===== config.mk =====
export PLATFORM = sky130hd
export DESIGN_NAME = touch_probe_capture
export DESIGN_NICKNAME = d
export VERILOG_FILES = /design/src/core/touch_probe_pkg.sv /design/src/core/touch_probe_capture.sv /design/src/core/sync_bank.sv
export SDC_FILE = /design/constraint.sdc
export NUM_CORES = 1
export LEC_CHECK = 0
export BUFFER_PORTS_ARGS = -buffer_cell sky130_fd_sc_hd__clkbuf_2
export CAP_MARGIN = 20
export CORE_MARGIN = 10
export CORE_UTILIZATION = 51
export DETAILED_ROUTE_END_ITERATION = 6
export GPL_ROUTABILITY_DRIVEN = 0
export PLACE_DENSITY = 0.8
export SYNTH_ARGS = -nofsm -noshare
export SYNTH_HDL_FRONTEND = slang
export SYNTH_SLANG_ARGS = --single-unit

===== constraint.sdc =====
create_clock -name mclk -period 2.05 [get_ports mclk]
set_input_delay 0 -clock mclk [delete_from_list [all_inputs] [get_ports mclk]]
set_output_delay 0 -clock mclk [all_outputs]
set_load 0.01 [all_outputs]

===== src/core/touch_probe_pkg.sv =====
// shared constants, field layouts and types of the touch probe capture unit
package touch_probe_pkg;

   // widths and counts
   localparam int unsigned POS_WIDTH = 32;
   localparam int unsigned PROBE_COUNT = 2;
   localparam int unsigned BYTE_WIDTH = 8;
   localparam int unsigned SYNC_WIDTH = 3;
   localparam int unsigned COUNT_WIDTH = 2;

   // object indices of the read-only process data words
   localparam logic [15:0] STATUS_WORD_INDEX = 16'h60b9;
   localparam logic [15:0] ONE_RISE_INDEX = 16'h60ba;
   localparam logic [15:0] ONE_FALL_INDEX = 16'h60bb;
   localparam logic [15:0] TWO_RISE_INDEX = 16'h60bc;
   localparam logic [15:0] TWO_FALL_INDEX = 16'h60bd;

   // field positions inside one probe byte of the control word
   localparam int unsigned CTL_ENABLE = 0;
   localparam int unsigned CTL_CONTINUOUS = 1;
   localparam int unsigned CTL_SOURCE = 2;
   localparam int unsigned CTL_RISE = 4;
   localparam int unsigned CTL_FALL = 5;

   // field positions inside one probe byte of the status word
   localparam int unsigned ST_ENABLE = 0;
   localparam int unsigned ST_RISE = 1;
   localparam int unsigned ST_FALL = 2;
   localparam int unsigned ST_UNUSED_LSB = 3;
   localparam int unsigned ST_UNUSED_WIDTH = 3;
   localparam int unsigned ST_SOURCE = 6;
   localparam int unsigned ST_LEVEL = 7;
   localparam int unsigned ST_COUNT_LSB = 6;

   // synchroniser lanes: probe inputs on 0 and 1, encoder index on 2
   localparam int unsigned SYNC_INDEX = 2;

   // count mode setting value that turns on the execution count
   localparam logic [15:0] COUNT_MODE_VALUE = 16'h0002;
   localparam logic [COUNT_WIDTH-1:0] COUNT_STEP = 2'h1;

   // decoded control fields of one probe
   typedef struct packed {
      logic fallEnable;
      logic riseEnable;
      logic indexSource;
      logic continuous;
      logic enable;
   } probe_ctrl_type;

   // per-probe capture state
   typedef struct packed {
      logic enablePrev;
      logic trigPrev;
      logic sourcePrev;
      logic riseStored;
      logic fallStored;
      logic [COUNT_WIDTH-1:0] execCount;
      logic [POS_WIDTH-1:0] risePos;
      logic [POS_WIDTH-1:0] fallPos;
   } chan_state_type;

   // whole state of the capture unit
   typedef struct packed {
      chan_state_type [PROBE_COUNT-1:0] chan;
      logic [15:0] statusWord;
   } capture_state_type;

   // two-stage synchroniser state
   typedef struct packed {
      logic [SYNC_WIDTH-1:0] stage1;
      logic [SYNC_WIDTH-1:0] stage2;
   } sync_state_type;

   // reset values
   localparam capture_state_type CAPTURE_RESET = '0;
   localparam sync_state_type SYNC_RESET = '0;

   // splits one control byte into its fields
   function automatic probe_ctrl_type decode_ctrl(input logic [BYTE_WIDTH-1:0] ctl);
      probe_ctrl_type c;
      c.enable = ctl[CTL_ENABLE];
      c.continuous = ctl[CTL_CONTINUOUS];
      c.indexSource = ctl[CTL_SOURCE];
      c.riseEnable = ctl[CTL_RISE];
      c.fallEnable = ctl[CTL_FALL];
      return c;
   endfunction : decode_ctrl

endpackage : touch_probe_pkg


===== src/core/touch_probe_capture.sv =====
// dual touch probe position capture with status word
//
// What this block does
// (RL1) one 16-bit read-only status word, probe one low byte, probe two high byte
// (RL2) status bits 0 and 8 show whether each probe is enabled
// (RL3) status bits 1 and 9 show a rising-edge position is held
// (RL4) status bits 2 and 10 show a falling-edge position is held
// (RL5) status bits 6 and 14 show trigger source: digital input or index
// (RL6) status bits 7 and 15 mirror the live digital input level
// (RL7) with counting selected in continuous mode, top two bits show wrapping count
// (RL8) status bits 3 to 5 and 11 to 13 read zero
// (RL9) master enables a probe with control bit 0 or 8
// (RL10) control bit 1 or 9 picks single first-event or continuous capture
// (RL11) control bit 2 or 10 picks digital input or index as trigger
// (RL12) control bits 4,5 and 12,13 enable rising and falling edge sampling
// (RL13) each enabled edge in continuous mode, or the first one in single mode, latches the position, then sets its stored flag
module touch_probe_capture (
   // clock and reset
   input wire logic mclk,
   input wire logic sys_rst,
   // process data from the master
   input wire logic [15:0] probeControlWord,
   input wire logic [15:0] probeCountModeSetting,
   // feedback position in reference units
   input wire logic signed [touch_probe_pkg::POS_WIDTH-1:0] feedbackPosition,
   // trigger pins
   input wire logic probeOneDigitalInput,
   input wire logic probeTwoDigitalInput,
   input wire logic encoderIndexPulse,
   // process data to the master
   output logic [15:0] probeStatusWord,
   output logic signed [touch_probe_pkg::POS_WIDTH-1:0] probeOneRisePosition,
   output logic signed [touch_probe_pkg::POS_WIDTH-1:0] probeOneFallPosition,
   output logic signed [touch_probe_pkg::POS_WIDTH-1:0] probeTwoRisePosition,
   output logic signed [touch_probe_pkg::POS_WIDTH-1:0] probeTwoFallPosition
);

   localparam int unsigned NP = touch_probe_pkg::PROBE_COUNT;
   localparam int unsigned BW = touch_probe_pkg::BYTE_WIDTH;

   touch_probe_pkg::capture_state_type st_q;
   touch_probe_pkg::capture_state_type st_d;

   logic [touch_probe_pkg::SYNC_WIDTH-1:0] pinLevel;
   logic [touch_probe_pkg::SYNC_WIDTH-1:0] syncLevel;
   touch_probe_pkg::probe_ctrl_type ctrl [NP];
   logic inputLevel [NP];
   logic trigLevel [NP];
   logic armed [NP];
   logic riseHit [NP];
   logic fallHit [NP];
   logic countActive;

   // pins gathered into synchroniser lanes
   assign pinLevel = {encoderIndexPulse, probeTwoDigitalInput, probeOneDigitalInput};

   sync_bank u_sync (
      .mclk(mclk),
      .sys_rst(sys_rst),
      .pinLevel(pinLevel),
      .syncLevel(syncLevel)
   );

   // counting needs the vendor setting
   assign countActive = (probeCountModeSetting == touch_probe_pkg::COUNT_MODE_VALUE); // RL7

   // per-probe decode, trigger selection and event detection
   for (genvar g = 0; g < NP; g++) begin : g_probe
      // control byte of this probe
      assign ctrl[g] = touch_probe_pkg::decode_ctrl(probeControlWord[g*BW +: BW]); // RL9
      assign inputLevel[g] = syncLevel[g];
      // source select between own input and index pulse
      assign trigLevel[g] = ctrl[g].indexSource ? syncLevel[touch_probe_pkg::SYNC_INDEX] : syncLevel[g]; // RL11
      // armed only once enable has settled and source is steady, so a switch makes no false edge
      assign armed[g] = ctrl[g].enable && st_q.chan[g].enablePrev
                        && (ctrl[g].indexSource == st_q.chan[g].sourcePrev);
      // edge hits: single mode takes only the first per edge
      assign riseHit[g] = armed[g] && ctrl[g].riseEnable && trigLevel[g] && !st_q.chan[g].trigPrev
                          && (ctrl[g].continuous || !st_q.chan[g].riseStored); // RL10 RL12
      assign fallHit[g] = armed[g] && ctrl[g].fallEnable && !trigLevel[g] && st_q.chan[g].trigPrev
                          && (ctrl[g].continuous || !st_q.chan[g].fallStored); // RL10 RL12
   end

   // next state of both probes and the status word
   always_comb begin
      st_d = st_q;
      for (int i = 0; i < NP; i++) begin
         st_d.chan[i].enablePrev = ctrl[i].enable;
         st_d.chan[i].trigPrev = trigLevel[i];
         st_d.chan[i].sourcePrev = ctrl[i].indexSource;
         // fresh arming drops old results
         if (ctrl[i].enable && !st_q.chan[i].enablePrev) begin
            st_d.chan[i].riseStored = 1'b0;
            st_d.chan[i].fallStored = 1'b0;
            st_d.chan[i].execCount = '0;
         end
         // flags fall when the probe or its edge is off
         if (!ctrl[i].enable || !ctrl[i].riseEnable) begin
            st_d.chan[i].riseStored = 1'b0; // RL3
         end
         if (!ctrl[i].enable || !ctrl[i].fallEnable) begin
            st_d.chan[i].fallStored = 1'b0; // RL4
         end
         // latch position, then flag it
         if (riseHit[i]) begin
            st_d.chan[i].risePos = feedbackPosition; // RL13
            st_d.chan[i].riseStored = 1'b1; // RL3
         end
         if (fallHit[i]) begin
            st_d.chan[i].fallPos = feedbackPosition; // RL13
            st_d.chan[i].fallStored = 1'b1; // RL4
         end
         // execution count wraps through 0 to 3
         if ((riseHit[i] || fallHit[i]) && ctrl[i].continuous) begin
            st_d.chan[i].execCount = st_q.chan[i].execCount + touch_probe_pkg::COUNT_STEP; // RL7
         end
         // status byte of this probe, unused bits zero
         st_d.statusWord[i*BW +: BW] = '0; // RL1 RL8
         st_d.statusWord[i*BW + touch_probe_pkg::ST_ENABLE] = ctrl[i].enable; // RL2
         st_d.statusWord[i*BW + touch_probe_pkg::ST_RISE] = st_d.chan[i].riseStored; // RL3
         st_d.statusWord[i*BW + touch_probe_pkg::ST_FALL] = st_d.chan[i].fallStored; // RL4
         if (countActive && ctrl[i].continuous) begin
            st_d.statusWord[i*BW + touch_probe_pkg::ST_COUNT_LSB +: touch_probe_pkg::COUNT_WIDTH] =
               st_d.chan[i].execCount; // RL7
         end else begin
            st_d.statusWord[i*BW + touch_probe_pkg::ST_SOURCE] = ctrl[i].indexSource; // RL5
            st_d.statusWord[i*BW + touch_probe_pkg::ST_LEVEL] = inputLevel[i]; // RL6
         end
      end
   end

   // state register
   always_ff @(posedge mclk) begin
      if (sys_rst) begin
         st_q <= touch_probe_pkg::CAPTURE_RESET;
      end else begin
         st_q <= st_d;
      end
   end

   // outputs straight from the state register
   assign probeStatusWord = st_q.statusWord; // RL1
   assign probeOneRisePosition = st_q.chan[0].risePos;
   assign probeOneFallPosition = st_q.chan[0].fallPos;
   assign probeTwoRisePosition = st_q.chan[1].risePos;
   assign probeTwoFallPosition = st_q.chan[1].fallPos;

   // checks per probe
   for (genvar a = 0; a < NP; a++) begin : g_check
      localparam int unsigned B = a * BW;

      // enable bit follows control one cycle later
      a_enable_bit_follows: assert property (@(posedge mclk) disable iff (sys_rst) // RL2
         ##1 probeStatusWord[B + touch_probe_pkg::ST_ENABLE] == $past(ctrl[a].enable))
         else $error("status enable bit does not follow control");

      // unused bits stay zero
      a_unused_bits_zero: assert property (@(posedge mclk) disable iff (sys_rst) // RL8
         probeStatusWord[B + touch_probe_pkg::ST_UNUSED_LSB +: touch_probe_pkg::ST_UNUSED_WIDTH] == '0)
         else $error("unused status bits not zero");

      // switched off probe shows nothing stored
      a_disable_clears_flags: assert property (@(posedge mclk) disable iff (sys_rst) // RL3
         !ctrl[a].enable |=> !probeStatusWord[B + touch_probe_pkg::ST_RISE]
                             && !probeStatusWord[B + touch_probe_pkg::ST_FALL]
                             && !probeStatusWord[B + touch_probe_pkg::ST_ENABLE])
         else $error("flags held while probe off");

      // rising edge latches the position and sets the flag
      a_rise_capture_value: assert property (@(posedge mclk) disable iff (sys_rst) // RL13
         ctrl[a].enable && $past(ctrl[a].enable) && $stable(ctrl[a].indexSource)
         && ctrl[a].riseEnable && $rose(trigLevel[a])
         && (ctrl[a].continuous || !probeStatusWord[B + touch_probe_pkg::ST_RISE])
         |=> (a == 0 ? probeOneRisePosition : probeTwoRisePosition) == $past(feedbackPosition)
             && probeStatusWord[B + touch_probe_pkg::ST_RISE])
         else $error("rising edge capture missed");

      // falling edge latches the position and sets the flag
      a_fall_capture_value: assert property (@(posedge mclk) disable iff (sys_rst) // RL13
         ctrl[a].enable && $past(ctrl[a].enable) && $stable(ctrl[a].indexSource)
         && ctrl[a].fallEnable && $fell(trigLevel[a])
         && (ctrl[a].continuous || !probeStatusWord[B + touch_probe_pkg::ST_FALL])
         |=> (a == 0 ? probeOneFallPosition : probeTwoFallPosition) == $past(feedbackPosition)
             && probeStatusWord[B + touch_probe_pkg::ST_FALL])
         else $error("falling edge capture missed");

      // single mode keeps the first rising value
      a_single_keeps_first: assert property (@(posedge mclk) disable iff (sys_rst) // RL10
         !ctrl[a].continuous && probeStatusWord[B + touch_probe_pkg::ST_RISE] && ctrl[a].riseEnable
         |=> $stable(a == 0 ? probeOneRisePosition : probeTwoRisePosition))
         else $error("single mode overwrote first value");

      // no capture while the falling edge is switched off
      a_edge_off_holds: assert property (@(posedge mclk) disable iff (sys_rst) // RL12
         !ctrl[a].fallEnable |=> $stable(a == 0 ? probeOneFallPosition : probeTwoFallPosition))
         else $error("capture with edge disabled");

      // source bit reports the selected trigger
      a_source_reported: assert property (@(posedge mclk) disable iff (sys_rst) // RL5
         !(countActive && ctrl[a].continuous)
         |=> probeStatusWord[B + touch_probe_pkg::ST_SOURCE] == $past(ctrl[a].indexSource))
         else $error("source bit wrong");

      // level bit mirrors the digital input
      a_level_mirrors: assert property (@(posedge mclk) disable iff (sys_rst) // RL6
         !(countActive && ctrl[a].continuous)
         |=> probeStatusWord[B + touch_probe_pkg::ST_LEVEL] == $past(inputLevel[a]))
         else $error("level bit does not mirror input");

      // count steps by one per captured event and wraps
      a_count_wraps: assert property (@(posedge mclk) disable iff (sys_rst) // RL7
         $past(countActive && ctrl[a].continuous) && countActive && ctrl[a].continuous
         && (riseHit[a] || fallHit[a])
         |=> probeStatusWord[B + touch_probe_pkg::ST_COUNT_LSB +: touch_probe_pkg::COUNT_WIDTH]
             == 2'($past(probeStatusWord[B + touch_probe_pkg::ST_COUNT_LSB +: touch_probe_pkg::COUNT_WIDTH])
             + touch_probe_pkg::COUNT_STEP))
         else $error("execution count did not step");

      // rising flag drops while its edge is switched off
      a_rise_flag_off: assert property (@(posedge mclk) disable iff (sys_rst) // RL3
         !ctrl[a].riseEnable |=> !probeStatusWord[B + touch_probe_pkg::ST_RISE])
         else $error("rising flag held with edge off");

      // falling flag drops while its edge is switched off
      a_fall_flag_off: assert property (@(posedge mclk) disable iff (sys_rst) // RL4
         !ctrl[a].fallEnable |=> !probeStatusWord[B + touch_probe_pkg::ST_FALL])
         else $error("falling flag held with edge off");

      // rising flag is only raised by a capture
      a_rise_flag_cause: assert property (@(posedge mclk) disable iff (sys_rst) // RL3
         !probeStatusWord[B + touch_probe_pkg::ST_RISE] && !riseHit[a]
         |=> !probeStatusWord[B + touch_probe_pkg::ST_RISE])
         else $error("rising flag set without capture");

      // falling flag is only raised by a capture
      a_fall_flag_cause: assert property (@(posedge mclk) disable iff (sys_rst) // RL4
         !probeStatusWord[B + touch_probe_pkg::ST_FALL] && !fallHit[a]
         |=> !probeStatusWord[B + touch_probe_pkg::ST_FALL])
         else $error("falling flag set without capture");

      // a held rising flag stays while probe and edge stay on
      a_rise_flag_stays: assert property (@(posedge mclk) disable iff (sys_rst) // RL3
         probeStatusWord[B + touch_probe_pkg::ST_RISE] && ctrl[a].enable && ctrl[a].riseEnable
         |=> probeStatusWord[B + touch_probe_pkg::ST_RISE])
         else $error("rising flag lost");

      // a held falling flag stays while probe and edge stay on
      a_fall_flag_stays: assert property (@(posedge mclk) disable iff (sys_rst) // RL4
         probeStatusWord[B + touch_probe_pkg::ST_FALL] && ctrl[a].enable && ctrl[a].fallEnable
         |=> probeStatusWord[B + touch_probe_pkg::ST_FALL])
         else $error("falling flag lost");

      // rising position moves only on a rising capture
      a_rise_pos_steady: assert property (@(posedge mclk) disable iff (sys_rst) // RL13
         !riseHit[a] |=> $stable(a == 0 ? probeOneRisePosition : probeTwoRisePosition))
         else $error("rising position changed without capture");

      // falling position moves only on a falling capture
      a_fall_pos_steady: assert property (@(posedge mclk) disable iff (sys_rst) // RL13
         !fallHit[a] |=> $stable(a == 0 ? probeOneFallPosition : probeTwoFallPosition))
         else $error("falling position changed without capture");

      // rising position untouched while its edge is off
      a_rise_edge_holds: assert property (@(posedge mclk) disable iff (sys_rst) // RL12
         !ctrl[a].riseEnable |=> $stable(a == 0 ? probeOneRisePosition : probeTwoRisePosition))
         else $error("rising capture with edge disabled");

      // single mode keeps the first falling value
      a_single_keeps_fall: assert property (@(posedge mclk) disable iff (sys_rst) // RL10
         !ctrl[a].continuous && probeStatusWord[B + touch_probe_pkg::ST_FALL] && ctrl[a].fallEnable
         |=> $stable(a == 0 ? probeOneFallPosition : probeTwoFallPosition))
         else $error("single mode overwrote first falling value");

      // switched off probe captures nothing
      a_off_no_capture: assert property (@(posedge mclk) disable iff (sys_rst) // RL13
         !ctrl[a].enable |=> $stable(a == 0 ? probeOneRisePosition : probeTwoRisePosition)
                             && $stable(a == 0 ? probeOneFallPosition : probeTwoFallPosition))
         else $error("capture while probe off");

      // a source switch blocks capture for that cycle
      a_source_switch_blocks: assert property (@(posedge mclk) disable iff (sys_rst) // RL11
         $changed(ctrl[a].indexSource) |=> $stable(a == 0 ? probeOneRisePosition : probeTwoRisePosition)
                                           && $stable(a == 0 ? probeOneFallPosition : probeTwoFallPosition))
         else $error("capture on a source switch");

      // arming restarts the shown count at zero
      a_arm_clears_count: assert property (@(posedge mclk) disable iff (sys_rst) // RL7
         countActive && ctrl[a].continuous && ctrl[a].enable && !$past(ctrl[a].enable)
         |=> probeStatusWord[B + touch_probe_pkg::ST_COUNT_LSB +: touch_probe_pkg::COUNT_WIDTH] == '0)
         else $error("count not cleared on arming");

      // without a capture the shown count holds
      a_count_holds: assert property (@(posedge mclk) disable iff (sys_rst) // RL7
         $past(countActive && ctrl[a].continuous) && countActive && ctrl[a].continuous
         && ctrl[a].enable && $past(ctrl[a].enable) && !riseHit[a] && !fallHit[a]
         |=> probeStatusWord[B + touch_probe_pkg::ST_COUNT_LSB +: touch_probe_pkg::COUNT_WIDTH]
             == $past(probeStatusWord[B + touch_probe_pkg::ST_COUNT_LSB +: touch_probe_pkg::COUNT_WIDTH]))
         else $error("execution count moved without capture");
   end

   // byte lanes are not swapped between the probes
   a_status_layout: assert property (@(posedge mclk) disable iff (sys_rst) // RL1
      ##1 probeStatusWord[BW + touch_probe_pkg::ST_ENABLE] == $past(probeControlWord[BW + touch_probe_pkg::CTL_ENABLE])
      && probeStatusWord[touch_probe_pkg::ST_ENABLE] == $past(probeControlWord[touch_probe_pkg::CTL_ENABLE]))
      else $error("status byte lanes swapped");

endmodule : touch_probe_capture


===== src/core/sync_bank.sv =====
// two flip-flop synchroniser for the probe and index pins
module sync_bank (
   // clock and reset
   input wire logic mclk,
   input wire logic sys_rst,
   // asynchronous pins
   input wire logic [touch_probe_pkg::SYNC_WIDTH-1:0] pinLevel,
   // levels on the mclk domain
   output logic [touch_probe_pkg::SYNC_WIDTH-1:0] syncLevel
);

   touch_probe_pkg::sync_state_type st_q;
   touch_probe_pkg::sync_state_type st_d;

   // first stage is read only by the second
   always_comb begin
      st_d.stage1 = pinLevel;
      st_d.stage2 = st_q.stage1;
   end

   // state register
   always_ff @(posedge mclk) begin
      if (sys_rst) begin
         st_q <= touch_probe_pkg::SYNC_RESET;
      end else begin
         st_q <= st_d;
      end
   end

   assign syncLevel = st_q.stage2;

endmodule : sync_bank


==> flow_summary.ini <==
[pwr]
pwr-share-clk_pct = 51.1
switchingPower_mw = 1.41
power_mw = 6.75
peakVddDrop_uv = 574
p_int_mw = 5.34
switching_share_pct = 20.9
seq_power_share_pct = 44.2
powerDensity_mw_per_mm2 = 851
leakage_nw = 3.18
comb_power_share_pct = 4.7

[routing]
via_per_inst = 4.99
wire_per_inst_um = 16.6
drt-pass1-iter-count = 4
antenna_left = 0
wl_mm = 18.1
drt_first_iter_violations = 245
drc_errors = 0
vias = 5454

[layout]
fillers = 1069
num_antenna_cells = 0
final_cell_mix = 235 x nand2_1, 199 x clkbuf_2, 152 x dfxtp_1
final_common_cell = nand2_1
drive_gt1_share_pct = 33.9
final_core_util_pct = 62.1
final_nets = 978
final_cell_area_sq_mm = 0.00793
area_delta_synth_final_pct = 17.5

[critical_path]
path_cells = dlygate4sd3_1 > clkbuf_2 > mux2i_1 > o2111a_2 > and2_1 > buf_4 > nand2_1 > a21oi_1
crit_cells = 8
crit_buf_inv = 3
cpMaxStageDelayCell = dlygate4sd3_1
worstSetupPathType = input port to flop
max_stage_delay_ps = 530
required_ps = 2400
cp-startpoint = probeControlWord[10]
rrSetupSlack_ps = 260
cp_top_family = buffers and inverters
startpoint_type = input port
reg2reg_from = u_sync.syncLevel[2]
cp.arrival_ps = 2160
path_max_fanout = 21
setup.worst_path.end_class = flop
rr_worst_depth = 6

[floorplan]
core_area_sq_mm = 0.0128
dieArea_sq_mm = 0.0182
start_util_pct = 52.8
ioPinCount = 213
die_w_um = 135
die_h_um = 135
rows = 41

[placed_design]
placed_area_sq_mm = 0.00678
dp_slack_ps = 285
portBuffers = 200
dp_hpwl_mm = 12.0

[yosys]
synth.yosys.warnings = 0
seq_area_frac_synth_pct = 45.1
synth_cell_type_count = 40
ys_seq_elements = 152
syn_inst = 810
netlist_area_sq_mm = 0.00675
synth.avg_cell_area_sq_um = 8.33

[cts]
clock_sinks = 152
clockRootBuffer = clkbuf_16
cts_buffer_depth = 2
holdBufCountCts = 49
cts_buffers = 17
cts_tree = yes
cts.htree.levels = 4
cts_setup_buffers = 0
clk_pin_slew_worst_paths_ps = 60
cts_resized = 0
worstSkewPairLatency_ps = 430

[run_status]
status = finished, final reports clean

[hold_path]
hp-start = probeCountModeSetting[15]
hold_class = input port to flop
hold_path_depth = 5

[sta]
fin_ws_ps = 248
finalSetupTns_ps = 0
setup_viol = 0
fin_crit_ps = 1800
fin_worst_skew_ps = 14.8
layout_worst_path_cycle_share_pct = 87.9
worst_pin_slew_ps = 465
drv_slew = 0
fmax_mhz = 555
rsz0062_at_grt = false
final-hold-violation-count = 0
relSlewSlack_pct = 68.1

[grt]
overflow = 0
grt_start_max_net_pins = 75
grt_pass1_vias = 5432
grt_pass1_wl_mm = 28.4
track_usage_pct = 19.6
antenna_found_initial = 0

[job]
maxCapViolations = 0
==> cell families (layout without fill, tap and decap cells) <==
kind of cell           Yosys count  after routing  synth area share [%]
AND/OR/NAND/NOR                306            306                  20.1
buffers and inverters          196            303                  20.6
flip-flops                     152            152                  45.1
AO/OA/AOI/OAI                  149            149                  13.3
XOR/XNOR                         4              4                 0.519
multiplexers                     2              2                 0.297
other                            1              6                0.0556
==> cell type report <==
cell class	instances	area, sq um	area share, %
clock inverters	12	198	2.49
inverters	4	15.0	0.189
multi-input cells	467	2330	29.4
flip-flops and latches	152	3040	38.4
clock buffers	20	457	5.76
repair buffers	267	1670	21.0
well taps	172	215	2.71
==> cells in the mapped netlist (all sizes together) <==
cell type  count  area, sq um
a211oi         2         15.0
a21boi         1         7.51
a21oi        138          803
and2           5         31.3
and3           2         12.5
and4           1         8.76
buf          162         1260
clkbuf        30          113
conb           1         3.75
dfxtp        152         3040
inv            4         15.0
mux2i          2         20.0
nand2        265         1070
nand2b         2         12.5
nand3          1         5.00
nand3b         2         15.0
nand4          4         25.0
nand4b         1         8.76
nor2           2         7.51
nor2b         13         81.3
nor3           1         5.00
nor3b          1         7.51
nor4           3         18.8
nor4b          3         47.5
o2111a         2         23.8
o2111ai        2         17.5
o211a          1         10.0
o211ai         1         7.51
o22ai          1         6.26
o32ai          1         8.76
xnor2          4         35.0
==> routing by layer <==
layer  share of wire, %  routed length (um)  vias up  global-route usage (%)
met5                  0                   0        -                       0
met4                2.1                 386        0                    8.25
met3                8.2                1480       32                    7.08
met2                 50                9130      198                    34.1
met1                 39                7110     2559                    21.0
li1                   -                   -     2665                       -
==> path summary, 6_finish.rpt <==
check                                           endpoint
worst min register to register       u_sync.syncLevel[2]
worst max register to register  probeTwoFallPosition[30]
worst max-delay path            probeTwoFallPosition[30]
worst min-delay path                 probeStatusWord[15]
==> flip-flops by register name, summed over array words and instances (netlist names) <==
register              cells
probeOneRisePosition     32
u_sync.syncLevel          3
st_q                      8
probeStatusWord          10
u_sync.st_d               3
probeTwoRisePosition     32
probeTwoFallPosition     32
probeOneFallPosition     32
==> stage by stage <==
step,instances,hold slack (ps)
finish,1094,146
global route,1094,173
global placement,1013,210
detailed placement,1013,212
floorplan,815,127
CTS,1094,122
==> power by group through the flow <==
stage	clock network (mW)	registers (mW)	logic [mW]
floorplan	0	3.05	0.125
global placement	0	3.05	0.237
detailed placement	0	3.05	0.239
CTS	3.49	2.98	0.314
global route	3.60	2.98	0.344
finish	3.45	2.98	0.318
==> worst min-delay path: cells and delay by family <==
kind                   cells  cell delay [ps]
and+or+nand+nor            3              350
buffers and inverters      1               80
AOI/OAI and AO/OA          1               90
No activity file was read; power rests on OpenSTA's default activity.
